===== config.mk =====
export PLATFORM = sky130hd
export DESIGN_NAME = mbhp_port
export DESIGN_NICKNAME = d
export VERILOG_FILES = /design/src/hdl/mbhp_pkg.sv /design/src/hdl/mbhp_sync_if.sv /design/src/hdl/mbhp_pin_sync.sv /design/src/hdl/mbhp_port.sv
export SDC_FILE = /design/constraint.sdc
export NUM_CORES = 1
export LEC_CHECK = 0
export BUFFER_PORTS_ARGS = -buffer_cell sky130_fd_sc_hd__buf_2
export CAP_MARGIN = 20
export CORE_AREA = 2 2 74 76
export DETAILED_ROUTE_END_ITERATION = 8
export DIE_AREA = 0 0 76 78
export GPL_TIMING_DRIVEN = 0
export PLACE_DENSITY = 0.8
export SYNTH_ARGS = -nofsm -noshare
export SYNTH_HDL_FRONTEND = slang
export SYNTH_SLANG_ARGS = --single-unit

===== constraint.sdc =====
create_clock -name clk_sys -period 4.8 [get_ports clk_sys]
set_input_delay 0.72 -clock clk_sys [delete_from_list [all_inputs] [get_ports clk_sys]]
set_output_delay 0.72 -clock clk_sys [all_outputs]
set_load 0.05 [all_outputs]

===== src/hdl/mbhp_pkg.sv =====
`default_nettype none
package mbhp_pkg;
  // ----------------------------------------
  // Shared bus and extended control layout
  // ----------------------------------------
  localparam int BUS_W = 8;
  localparam logic [7:0] EXT_CTRL_ADDR = 8'h4B;
  localparam logic [2:0] POWER_CTRL_BIT = 3'h0;
  localparam logic [2:0] XTAL_SEL_BIT = 3'h1;
  localparam logic [1:0] EXT_CTRL_RST = 2'h0;

  // ----------------------------------------
  // Synchroniser bundle layout
  // ----------------------------------------
  localparam int SYNC_W = 14;
  localparam int SY_ALE = 8;
  localparam int SY_CS_N = 9;
  localparam int SY_RD_N = 10;
  localparam int SY_WR_N = 11;
  localparam int SY_KICK_N = 12;
  localparam int SY_VCC = 13;
  // Idle pin levels: strobes inactive, supply absent
  localparam logic [SYNC_W-1:0] SYNC_RST = 14'h1E00;
endpackage
`default_nettype wire


===== src/hdl/mbhp_sync_if.sv =====
`default_nettype none
interface mbhp_sync_if;
  import mbhp_pkg::*;
  logic [SYNC_W-1:0] raw;
  logic [SYNC_W-1:0] clean;
  modport syncer (input raw, output clean);
  modport user (output raw, input clean);
endinterface
`default_nettype wire


===== src/hdl/mbhp_pin_sync.sv =====
`default_nettype none
module mbhp_pin_sync
  import mbhp_pkg::*;
(
  input wire logic clk_sys,
  input wire logic rst_n,
  mbhp_sync_if.syncer pins
);
  logic [SYNC_W-1:0] s1_ff;
  logic [SYNC_W-1:0] s2_ff;
  logic [SYNC_W-1:0] s3_ff;
  logic [SYNC_W-1:0] stable_ff;

  // ----------------------------------------
  // Three stages per pin, change on agreement
  // ----------------------------------------
  for (genvar i = 0; i < SYNC_W; i++) begin : g_bit
    wire logic agree = (s2_ff[i] == s3_ff[i]);
    always_ff @(posedge clk_sys) begin
      if (!rst_n) begin
        s1_ff[i] <= SYNC_RST[i];
        s2_ff[i] <= SYNC_RST[i];
        s3_ff[i] <= SYNC_RST[i];
        stable_ff[i] <= SYNC_RST[i];
      end else begin
        s1_ff[i] <= pins.raw[i];
        s2_ff[i] <= s1_ff[i];
        s3_ff[i] <= s2_ff[i];
        stable_ff[i] <= agree ? s3_ff[i] : stable_ff[i];
      end
    end
  end

  assign pins.clean = stable_ff;
endmodule
`default_nettype wire


===== src/hdl/mbhp_port.sv =====
`default_nettype none
// Summary of operation
// - Same eight pins carry address then data
// - Address valid before strobe end, captured there
// - Read drives one byte during read strobe
// - Bus released when read strobe rises
// - Extended RAM shares the same data path
// - Power-on output active low, open drain
// - No supply: kickstart or alarm asserts power
// - Powered: software power bit steers power output
// - Crystal load select bit, 6 or 12.5pF
// - Chip select gates transfers, not address latch
// - Address latched on strobe falling edge
// - Output buffers enabled only during read
module mbhp_port
  import mbhp_pkg::*;
(
  input wire logic clk_sys,
  input wire logic rst_n,
  input wire logic ale,
  input wire logic cs_n,
  input wire logic rd_n,
  input wire logic wr_n,
  input wire logic [BUS_W-1:0] shared_addr_data_bus_i,
  output logic [BUS_W-1:0] shared_addr_data_bus_o,
  output logic shared_addr_data_bus_oe,
  input wire logic kickstart_in_n,
  input wire logic vcc_present,
  input wire logic wakeup_alarm_irq,
  output logic power_on_request_n_o,
  output logic power_on_request_n_oe,
  output logic xtal_load_12p5,
  output logic [BUS_W-1:0] reg_addr,
  output logic [BUS_W-1:0] reg_wdata,
  output logic reg_wr_stb,
  output logic reg_rd_stb,
  input wire logic [BUS_W-1:0] reg_rdata
);
  mbhp_sync_if sy ();

  // ----------------------------------------
  // Pin synchronisation
  // ----------------------------------------
  assign sy.raw = {vcc_present, kickstart_in_n, wr_n, rd_n, cs_n, ale,
                   shared_addr_data_bus_i};

  mbhp_pin_sync u_sync (
    .clk_sys(clk_sys),
    .rst_n(rst_n),
    .pins(sy)
  );

  wire logic [BUS_W-1:0] bus_c = sy.clean[BUS_W-1:0];
  wire logic ale_c = sy.clean[SY_ALE];
  wire logic cs_n_c = sy.clean[SY_CS_N];
  wire logic rd_n_c = sy.clean[SY_RD_N];
  wire logic wr_n_c = sy.clean[SY_WR_N];
  wire logic kick_n_c = sy.clean[SY_KICK_N];
  wire logic vcc_c = sy.clean[SY_VCC];

  // ----------------------------------------
  // Strobe edges and decode
  // ----------------------------------------
  logic ale_prev_ff;
  logic rd_n_prev_ff;
  logic wr_n_prev_ff;
  logic [BUS_W-1:0] addr_ff;
  logic [1:0] ext_ff;

  wire logic ale_fall = ale_prev_ff & ~ale_c;
  wire logic rd_fall = rd_n_prev_ff & ~rd_n_c;
  wire logic wr_rise = ~wr_n_prev_ff & wr_n_c;
  // Without chip select the cycle moves no data
  wire logic rd_start = rd_fall & ~cs_n_c;
  wire logic wr_done = wr_rise & ~cs_n_c;
  wire logic rd_active = ~rd_n_c & ~cs_n_c;
  wire logic ext_hit = (addr_ff == EXT_CTRL_ADDR);
  wire logic wr_ext = wr_done & ext_hit;
  wire logic auto_evt = ~vcc_c & (~kick_n_c | wakeup_alarm_irq);
  // Control bank readback; everything else is clock regs or RAM
  wire logic [BUS_W-1:0] ext_rdata = {6'h00, ext_ff};
  wire logic [BUS_W-1:0] rdata_mux = ext_hit ? ext_rdata : reg_rdata;
  // Auto power-up wins over a software clear in the same cycle
  wire logic nxt_power = auto_evt | (wr_ext ? bus_c[POWER_CTRL_BIT] : ext_ff[0]);
  wire logic nxt_xtal = wr_ext ? bus_c[XTAL_SEL_BIT] : ext_ff[1];

  always_ff @(posedge clk_sys) begin
    if (!rst_n) begin
      ale_prev_ff <= 1'b0;
      rd_n_prev_ff <= 1'b1;
      wr_n_prev_ff <= 1'b1;
    end else begin
      ale_prev_ff <= ale_c;
      rd_n_prev_ff <= rd_n_c;
      wr_n_prev_ff <= wr_n_c;
    end
  end

  // ----------------------------------------
  // Address phase
  // ----------------------------------------
  // Latched even without chip select; held until the next strobe
  always_ff @(posedge clk_sys) begin
    if (!rst_n) begin
      addr_ff <= 8'h00;
    end else if (ale_fall) begin
      addr_ff <= bus_c;
    end
  end

  // ----------------------------------------
  // Data phase
  // ----------------------------------------
  logic [BUS_W-1:0] wdata_ff;
  logic wr_stb_ff;
  logic rd_stb_ff;
  logic [BUS_W-1:0] dout_ff;
  logic oe_ff;

  always_ff @(posedge clk_sys) begin
    if (!rst_n) begin
      wdata_ff <= 8'h00;
      wr_stb_ff <= 1'b0;
      rd_stb_ff <= 1'b0;
    end else begin
      wr_stb_ff <= wr_done;
      rd_stb_ff <= rd_start;
      if (wr_done) begin
        wdata_ff <= bus_c;
      end
    end
  end

  // Data is fetched once at strobe start so it stays stable to the end
  always_ff @(posedge clk_sys) begin
    if (!rst_n) begin
      dout_ff <= 8'h00;
      oe_ff <= 1'b0;
    end else begin
      oe_ff <= rd_active;
      if (rd_start) begin
        dout_ff <= rdata_mux;
      end
    end
  end

  // ----------------------------------------
  // Power-on and crystal control
  // ----------------------------------------
  logic power_drive_ff;

  always_ff @(posedge clk_sys) begin
    if (!rst_n) begin
      ext_ff <= EXT_CTRL_RST;
      power_drive_ff <= 1'b0;
    end else begin
      ext_ff <= {nxt_xtal, nxt_power};
      power_drive_ff <= nxt_power;
    end
  end

  assign shared_addr_data_bus_o = dout_ff;
  assign shared_addr_data_bus_oe = oe_ff;
  // Open drain: only ever pulls low, the enable carries the request
  assign power_on_request_n_o = 1'b0;
  assign power_on_request_n_oe = power_drive_ff;
  assign xtal_load_12p5 = ext_ff[1];
  assign reg_addr = addr_ff;
  assign reg_wdata = wdata_ff;
  assign reg_wr_stb = wr_stb_ff;
  assign reg_rd_stb = rd_stb_ff;

  // ----------------------------------------
  // Assertions
  // ----------------------------------------
  property p_addr_latch;
    @(posedge clk_sys) disable iff (!rst_n)
    ale_fall |=> (reg_addr == $past(bus_c));
  endproperty
  a_addr_latch: assert property (p_addr_latch) else $error("address not latched");

  property p_addr_hold;
    @(posedge clk_sys) disable iff (!rst_n)
    !ale_fall |=> $stable(reg_addr);
  endproperty
  a_addr_hold: assert property (p_addr_hold) else $error("address changed");

  property p_read_drive;
    @(posedge clk_sys) disable iff (!rst_n)
    rd_start |=> shared_addr_data_bus_oe && reg_rd_stb
      && (shared_addr_data_bus_o == $past(rdata_mux));
  endproperty
  a_read_drive: assert property (p_read_drive) else $error("read byte missing");

  property p_release;
    @(posedge clk_sys) disable iff (!rst_n)
    rd_n_c |=> !shared_addr_data_bus_oe;
  endproperty
  a_release: assert property (p_release) else $error("bus not released");

  property p_oe_only_read;
    @(posedge clk_sys) disable iff (!rst_n)
    shared_addr_data_bus_oe |-> $past(rd_active);
  endproperty
  a_oe_only_read: assert property (p_oe_only_read) else $error("drive outside read");

  property p_write_capture;
    @(posedge clk_sys) disable iff (!rst_n)
    wr_done |=> reg_wr_stb && (reg_wdata == $past(bus_c)) ##1 !reg_wr_stb;
  endproperty
  a_write_capture: assert property (p_write_capture) else $error("write not taken");

  property p_no_cs_no_xfer;
    @(posedge clk_sys) disable iff (!rst_n)
    cs_n_c |=> !reg_wr_stb && !reg_rd_stb;
  endproperty
  a_no_cs_no_xfer: assert property (p_no_cs_no_xfer) else $error("transfer without cs");

  property p_auto_power;
    @(posedge clk_sys) disable iff (!rst_n)
    auto_evt |=> power_on_request_n_oe && !power_on_request_n_o;
  endproperty
  a_auto_power: assert property (p_auto_power) else $error("auto power-on missed");

  property p_sw_power;
    @(posedge clk_sys) disable iff (!rst_n)
    (wr_ext && !auto_evt) |=> (power_on_request_n_oe == $past(bus_c[POWER_CTRL_BIT]));
  endproperty
  a_sw_power: assert property (p_sw_power) else $error("software power ignored");

  property p_xtal_sel;
    @(posedge clk_sys) disable iff (!rst_n)
    wr_ext |=> (xtal_load_12p5 == $past(bus_c[XTAL_SEL_BIT]));
  endproperty
  a_xtal_sel: assert property (p_xtal_sel) else $error("crystal select not set");

  property p_od_low;
    @(posedge clk_sys) disable iff (!rst_n)
    $rose(power_on_request_n_oe) |-> !power_on_request_n_o && $past(auto_evt || wr_ext);
  endproperty
  a_od_low: assert property (p_od_low) else $error("power pin driven high");

  c_read: cover property (@(posedge clk_sys) disable iff (!rst_n) rd_start ##1 reg_rd_stb);
  c_write_ext: cover property (@(posedge clk_sys) disable iff (!rst_n) wr_ext);
  c_kick: cover property (@(posedge clk_sys) disable iff (!rst_n) !vcc_c && !kick_n_c);
  c_alarm: cover property (@(posedge clk_sys) disable iff (!rst_n)
    !vcc_c && wakeup_alarm_irq);
endmodule
`default_nettype wire


* After elaboration in Yosys (flattened, before gate mapping)
Index checks and enable logic that the tools add are counted.
Widths: inputs -> output; s select.
** Storage, ports and cells
- Flip-flop bits (word level) :: 88
- Input bits :: 25
** Cells by class
- Equal/unequal tests :: 15
- Muxes and demuxes :: 2
- Bitwise gates (word level) :: 16
** Operator list (number)
- $eq 1x1->1 :: 14
- $and 1x1->1 :: 8
- $eq 8x7->1 const B :: 1
- $mux 8 :: 1
- $not 1->1 :: 6
- $or 1x1->1 :: 2
- $mux 1 :: 1

* Logic depth before layout (Yosys ltp)
- Word-level depth :: 6
- Mapped depth :: 5
- Depth with buffers taken out :: 4

* Modules after synthesis
A second synthesis with hierarchy kept.
** Unflattened totals
- Cells, all modules :: 275
- Area, all modules :: 2919.0 µm²
** Modules (own cells, without submodules)
- mbhp_pin_sync :: instances 1, cells each 146, area each 1662.8 µm², seq. area each 1121.1 µm²
- mbhp_port :: instances 1, cells each 129, area each 1256.2 µm², seq. area each 640.6 µm²

* Least setup slack after synthesis
Ideal clock, no wire load.
- Kind :: register -> register
- Start point :: register addr_ff[6] (netlist: reg_addr[6])
- End point :: register power_drive_ff (netlist: power_on_request_n_oe)
- Library setup time :: 0.122 ns
- Arrival time :: 1.773 ns
- Slack :: 2.905 ns
- Stages on the path, launching flop included :: 5
- Buffers on the path :: 0
- Path through :: dfxtp_1 > nor4b_4 > nand4_4 > or4_1 > o311a_1
** Between the ends
- Cells in the longest elaborated chain, start to end :: 4
** RTL lines
- from (decl) :: RTL line mbhp_port.sv:67 : logic [BUS_W-1:0] addr_ff;
- from (signal assigned) :: RTL line mbhp_port.sv:107 : addr_ff <= bus_c;
- $eq 8x7->1 :: RTL line mbhp_port.sv:77 : wire logic ext_hit = (addr_ff == EXT_CTRL_ADDR);
- $and 1x1->1 :: RTL line mbhp_port.sv:78 : wire logic wr_ext = wr_done & ext_hit;
- $mux 1 :: RTL line mbhp_port.sv:84 : wire logic nxt_power = auto_evt | (wr_ext ? bus_c[POWER_CTRL_BIT] : ext_ff[0]);
- $or 1x1->1 :: RTL line mbhp_port.sv:84
- to (signal assigned) :: RTL line mbhp_port.sv:158 : power_drive_ff <= nxt_power;
- to (decl) :: RTL line mbhp_port.sv:150 : logic power_drive_ff;
Every way passes these cells.
A chain may end at the register's enable or synchronous reset.

* Final worst setup path
- Start point :: register addr_ff[4] (netlist: reg_addr[4])
- End point :: output reg_addr[4]
** RTL lines
- to (decl) :: RTL line mbhp_port.sv:33 : output logic [BUS_W-1:0] reg_addr,
No word-level cell between the ends.

==> flow_metrics.py <==
metrics = {
    "status": {
        "status": "completed",
    },
    "finish": {
        "drive_gt1_frac": 0.211,
        "area_growth_pct": 19.9,
        "final_nets": 362,
        "layout_commonest_cell": "dfxtp_1",
        "diodes": 0,
        "final_area_um2": 3410,
        "mostFrequentLayoutCells": "88 x dfxtp_1, 52 x buf_2, 34 x nand2_1",
    },
    "worst_setup_path": {
        "r2r-start": "reg_addr[4]",
        "r2r_cells": 4,
        "critPathTopFamily": "flip-flops",
        "rrSetupSlack_ns": 3.14,
        "critPathKind": "flip-flop to output pin",
        "crit_chain": "buf_2",
        "r2r_end": "power_on_request_n_oe",
        "worst_path_max_delay_cell": "dfxtp_1",
        "worstPathRequired_ns": 4.08,
        "crit_path_max_fanout": 3,
        "cpPeakStageDelay_ns": 0.41,
        "startpoint_type": "flip-flop",
        "critPathBufInv": 1,
        "crit_arrival_ns": 1.06,
        "cp-end-kind": "output pin",
    },
    "route": {
        "routedWlPerCell_um": 11.9,
        "postRouteAntennaNets": 0,
        "drc": 0,
        "drt_pass1_iterations": 4,
        "detailroute.via_count": 1979,
        "dr.first_iter.drc_count": 91,
        "routed_via_density": 4.80,
        "finalWirelength_mm": 4.89,
    },
    "placement": {
        "place.gp.congestion": 0.726,
        "dp.final_hpwl_mm": 3.34,
        "detailed_place.area_um2": 3190,
        "pre_cts_ws_ns": 3.01,
        "portBuffers": 52,
    },
    "hold_path": {
        "whs_endpoint": "u_sync.s2_ff[10]",
        "hp-class": "flip-flop to flip-flop",
        "hold-path-cell-count": 1,
        "hp-start": "u_sync.s1_ff[10]",
    },
    "clock_network": {
        "hold_buffers": 0,
        "cts_tree": "done",
        "post_cts_buffers": 0,
        "cts.sinks": 88,
        "ctsResizeCount": 0,
        "htree_num_levels": 3,
        "cts_buffer_depth": 2,
        "clk_latency_ns": 0.35,
        "root_buffer": "clkbuf_8",
        "cts_buffers": 9,
        "clkTransAtPathRegs_ns": 0.08,
    },
    "logic_synthesis": {
        "ys.flop_type": "dfxtp_1",
        "synth_seq_cells": 88,
        "syn_avg_cell_area_um2": 10.4,
        "netlist_area_um2": 2840,
        "synth_cells": 274,
        "async_reset_ff_frac": 0,
        "synth.net_count": 299,
        "synthDistinctLibCells": 24,
        "ys_seq_area_frac": 0.620,
        "synth-edff-count": 0,
        "ys_warn_count": 0,
    },
    "global_routing": {
        "antenna_found_initial": 0,
        "overflow": 0,
        "grt_pass1_vias": 1860,
        "grt_start_max_net_pins": 14,
        "grt_pass1_wl_mm": 8.39,
        "track_usage": 0.181,
    },
    "floorplan": {
        "die_h_um": 78,
        "die-area_um2": 5930,
        "io_pins": 55,
        "rows": 26,
        "dieWidth_um": 76,
        "start_util": 0.564,
        "core_area_um2": 5040,
    },
    "sta": {
        "period_minus_slack_ns": 1.78,
        "fin_crit_sh": 0.370,
        "rsz0062_at_grt": "no",
        "final.setup.worst_slack_ns": 3.02,
        "finClkSkew_ns": 0.00613,
        "slew_headroom": 0.601,
        "hold_viol": 0,
        "finalSetupTns_ns": 0,
        "slew_violations": 0,
        "tightest_slew_ns": 0.597,
        "max_freq_ghz": 0.563,
        "hold-worst-slack_ns": 0.404,
        "setup_violations": 0,
    },
    "flow_run": {
        "drv_cap": 0,
    },
    "pwr": {
        "finalPower_mw": 1.32,
        "p_leak_nw": 1.46,
        "p_per_area_nw_per_um2": 389,
        "vdd_drop_max_mv": 0.230,
    },
}
[stage by stage]
step | cells | util
after floorplan | 274 | -
after global placement | 396 | 0.633
after detailed placement | 396 | 0.633
after CTS | 412 | 0.676
after global routing | 412 | 0.676
final | 412 | 0.676
[Yosys cell counts (6+ instances only)]
cell type / count / share of area
clkbuf_1: 10 / 0.013
nor2_1: 12 / 0.016
mux2i_1: 11 / 0.039
a21oi_1: 13 / 0.023
o21ai_0: 16 / 0.028
nand2_1: 34 / 0.045
nand3_1: 6 / 0.011
dfxtp_1: 88 / 0.62
nand2b_1: 16 / 0.035
and2_1: 31 / 0.068
a21boi_0: 18 / 0.048
nor2b_1: 7 / 0.015
[routing by layer]
metal  wire length (µm)  GRT usage  vias to the layer above
met5                  0          0                        -
met4                 99     0.0909                        0
met3                263     0.0570                        9
met2               2180      0.281                       52
met1               2340      0.230                      899
li1                   -          -                     1019
[power by group]
part | internal [mW] | leakage, nW | switching, mW | total, mW
clock | 0.297 | 0.113 | 0.237 | 0.534
sequential | 0.745 | 0.717 | 0.00596 | 0.751
combinational | 0.0194 | 0.626 | 0.0205 | 0.0399
total | 1.06 | 1.46 | 0.264 | 1.32
[layout make-up]
| cell class | count | area, µm² |
|---|---|---|
| flip-flops and latches | 88 | 1760 |
| fillers | 403 | 1640 |
| multi-input cells | 171 | 1010 |
| repair buffers | 52 | 260 |
| clock buffers | 14 | 183 |
| well taps | 70 | 87.6 |
| plain buffers | 13 | 60.1 |
| clock inverters | 2 | 35.0 |
| inverters | 2 | 7.51 |
[logic make-up after synthesis]
family	count (synthesis)	share of synthesized area
flops	88	0.620
mux	11	0.0388
compound gates	48	0.102
simple gates	111	0.214
other cells	1	0.00132
buf+inv	15	0.0238
[sequential cells by signal (all words and copies together) (netlist names)]
name / flops
u_sync.pins.clean: 14
ale_prev_ff: 1
reg_wdata: 8
u_sync.s1_ff: 14
reg_addr: 8
u_sync.s2_ff: 14
power_on_request_n_oe: 1
u_sync.s3_ff: 14
shared_addr_data_bus_oe: 1
rd_n_prev_ff: 1
ext_ff: 1
reg_rd_stb: 1
wr_n_prev_ff: 1
shared_addr_data_bus_o: 8
reg_wr_stb: 1
[worst max-delay path by stage]
stage                           endpoint  cells past startpoint        start
2_1_floorplan      power_on_request_n_oe                      4  reg_addr[6]
3_3_place_gp   shared_addr_data_bus_o[6]                      3        rst_n
3_5_place_dp       u_sync.pins.clean[12]                      3        rst_n
4_1_cts                      reg_addr[4]                      1  reg_addr[4]
5_1_grt                      reg_addr[4]                      1  reg_addr[4]
6_report                     reg_addr[4]                      1  reg_addr[4]
(Power assumes the default switching activity.)
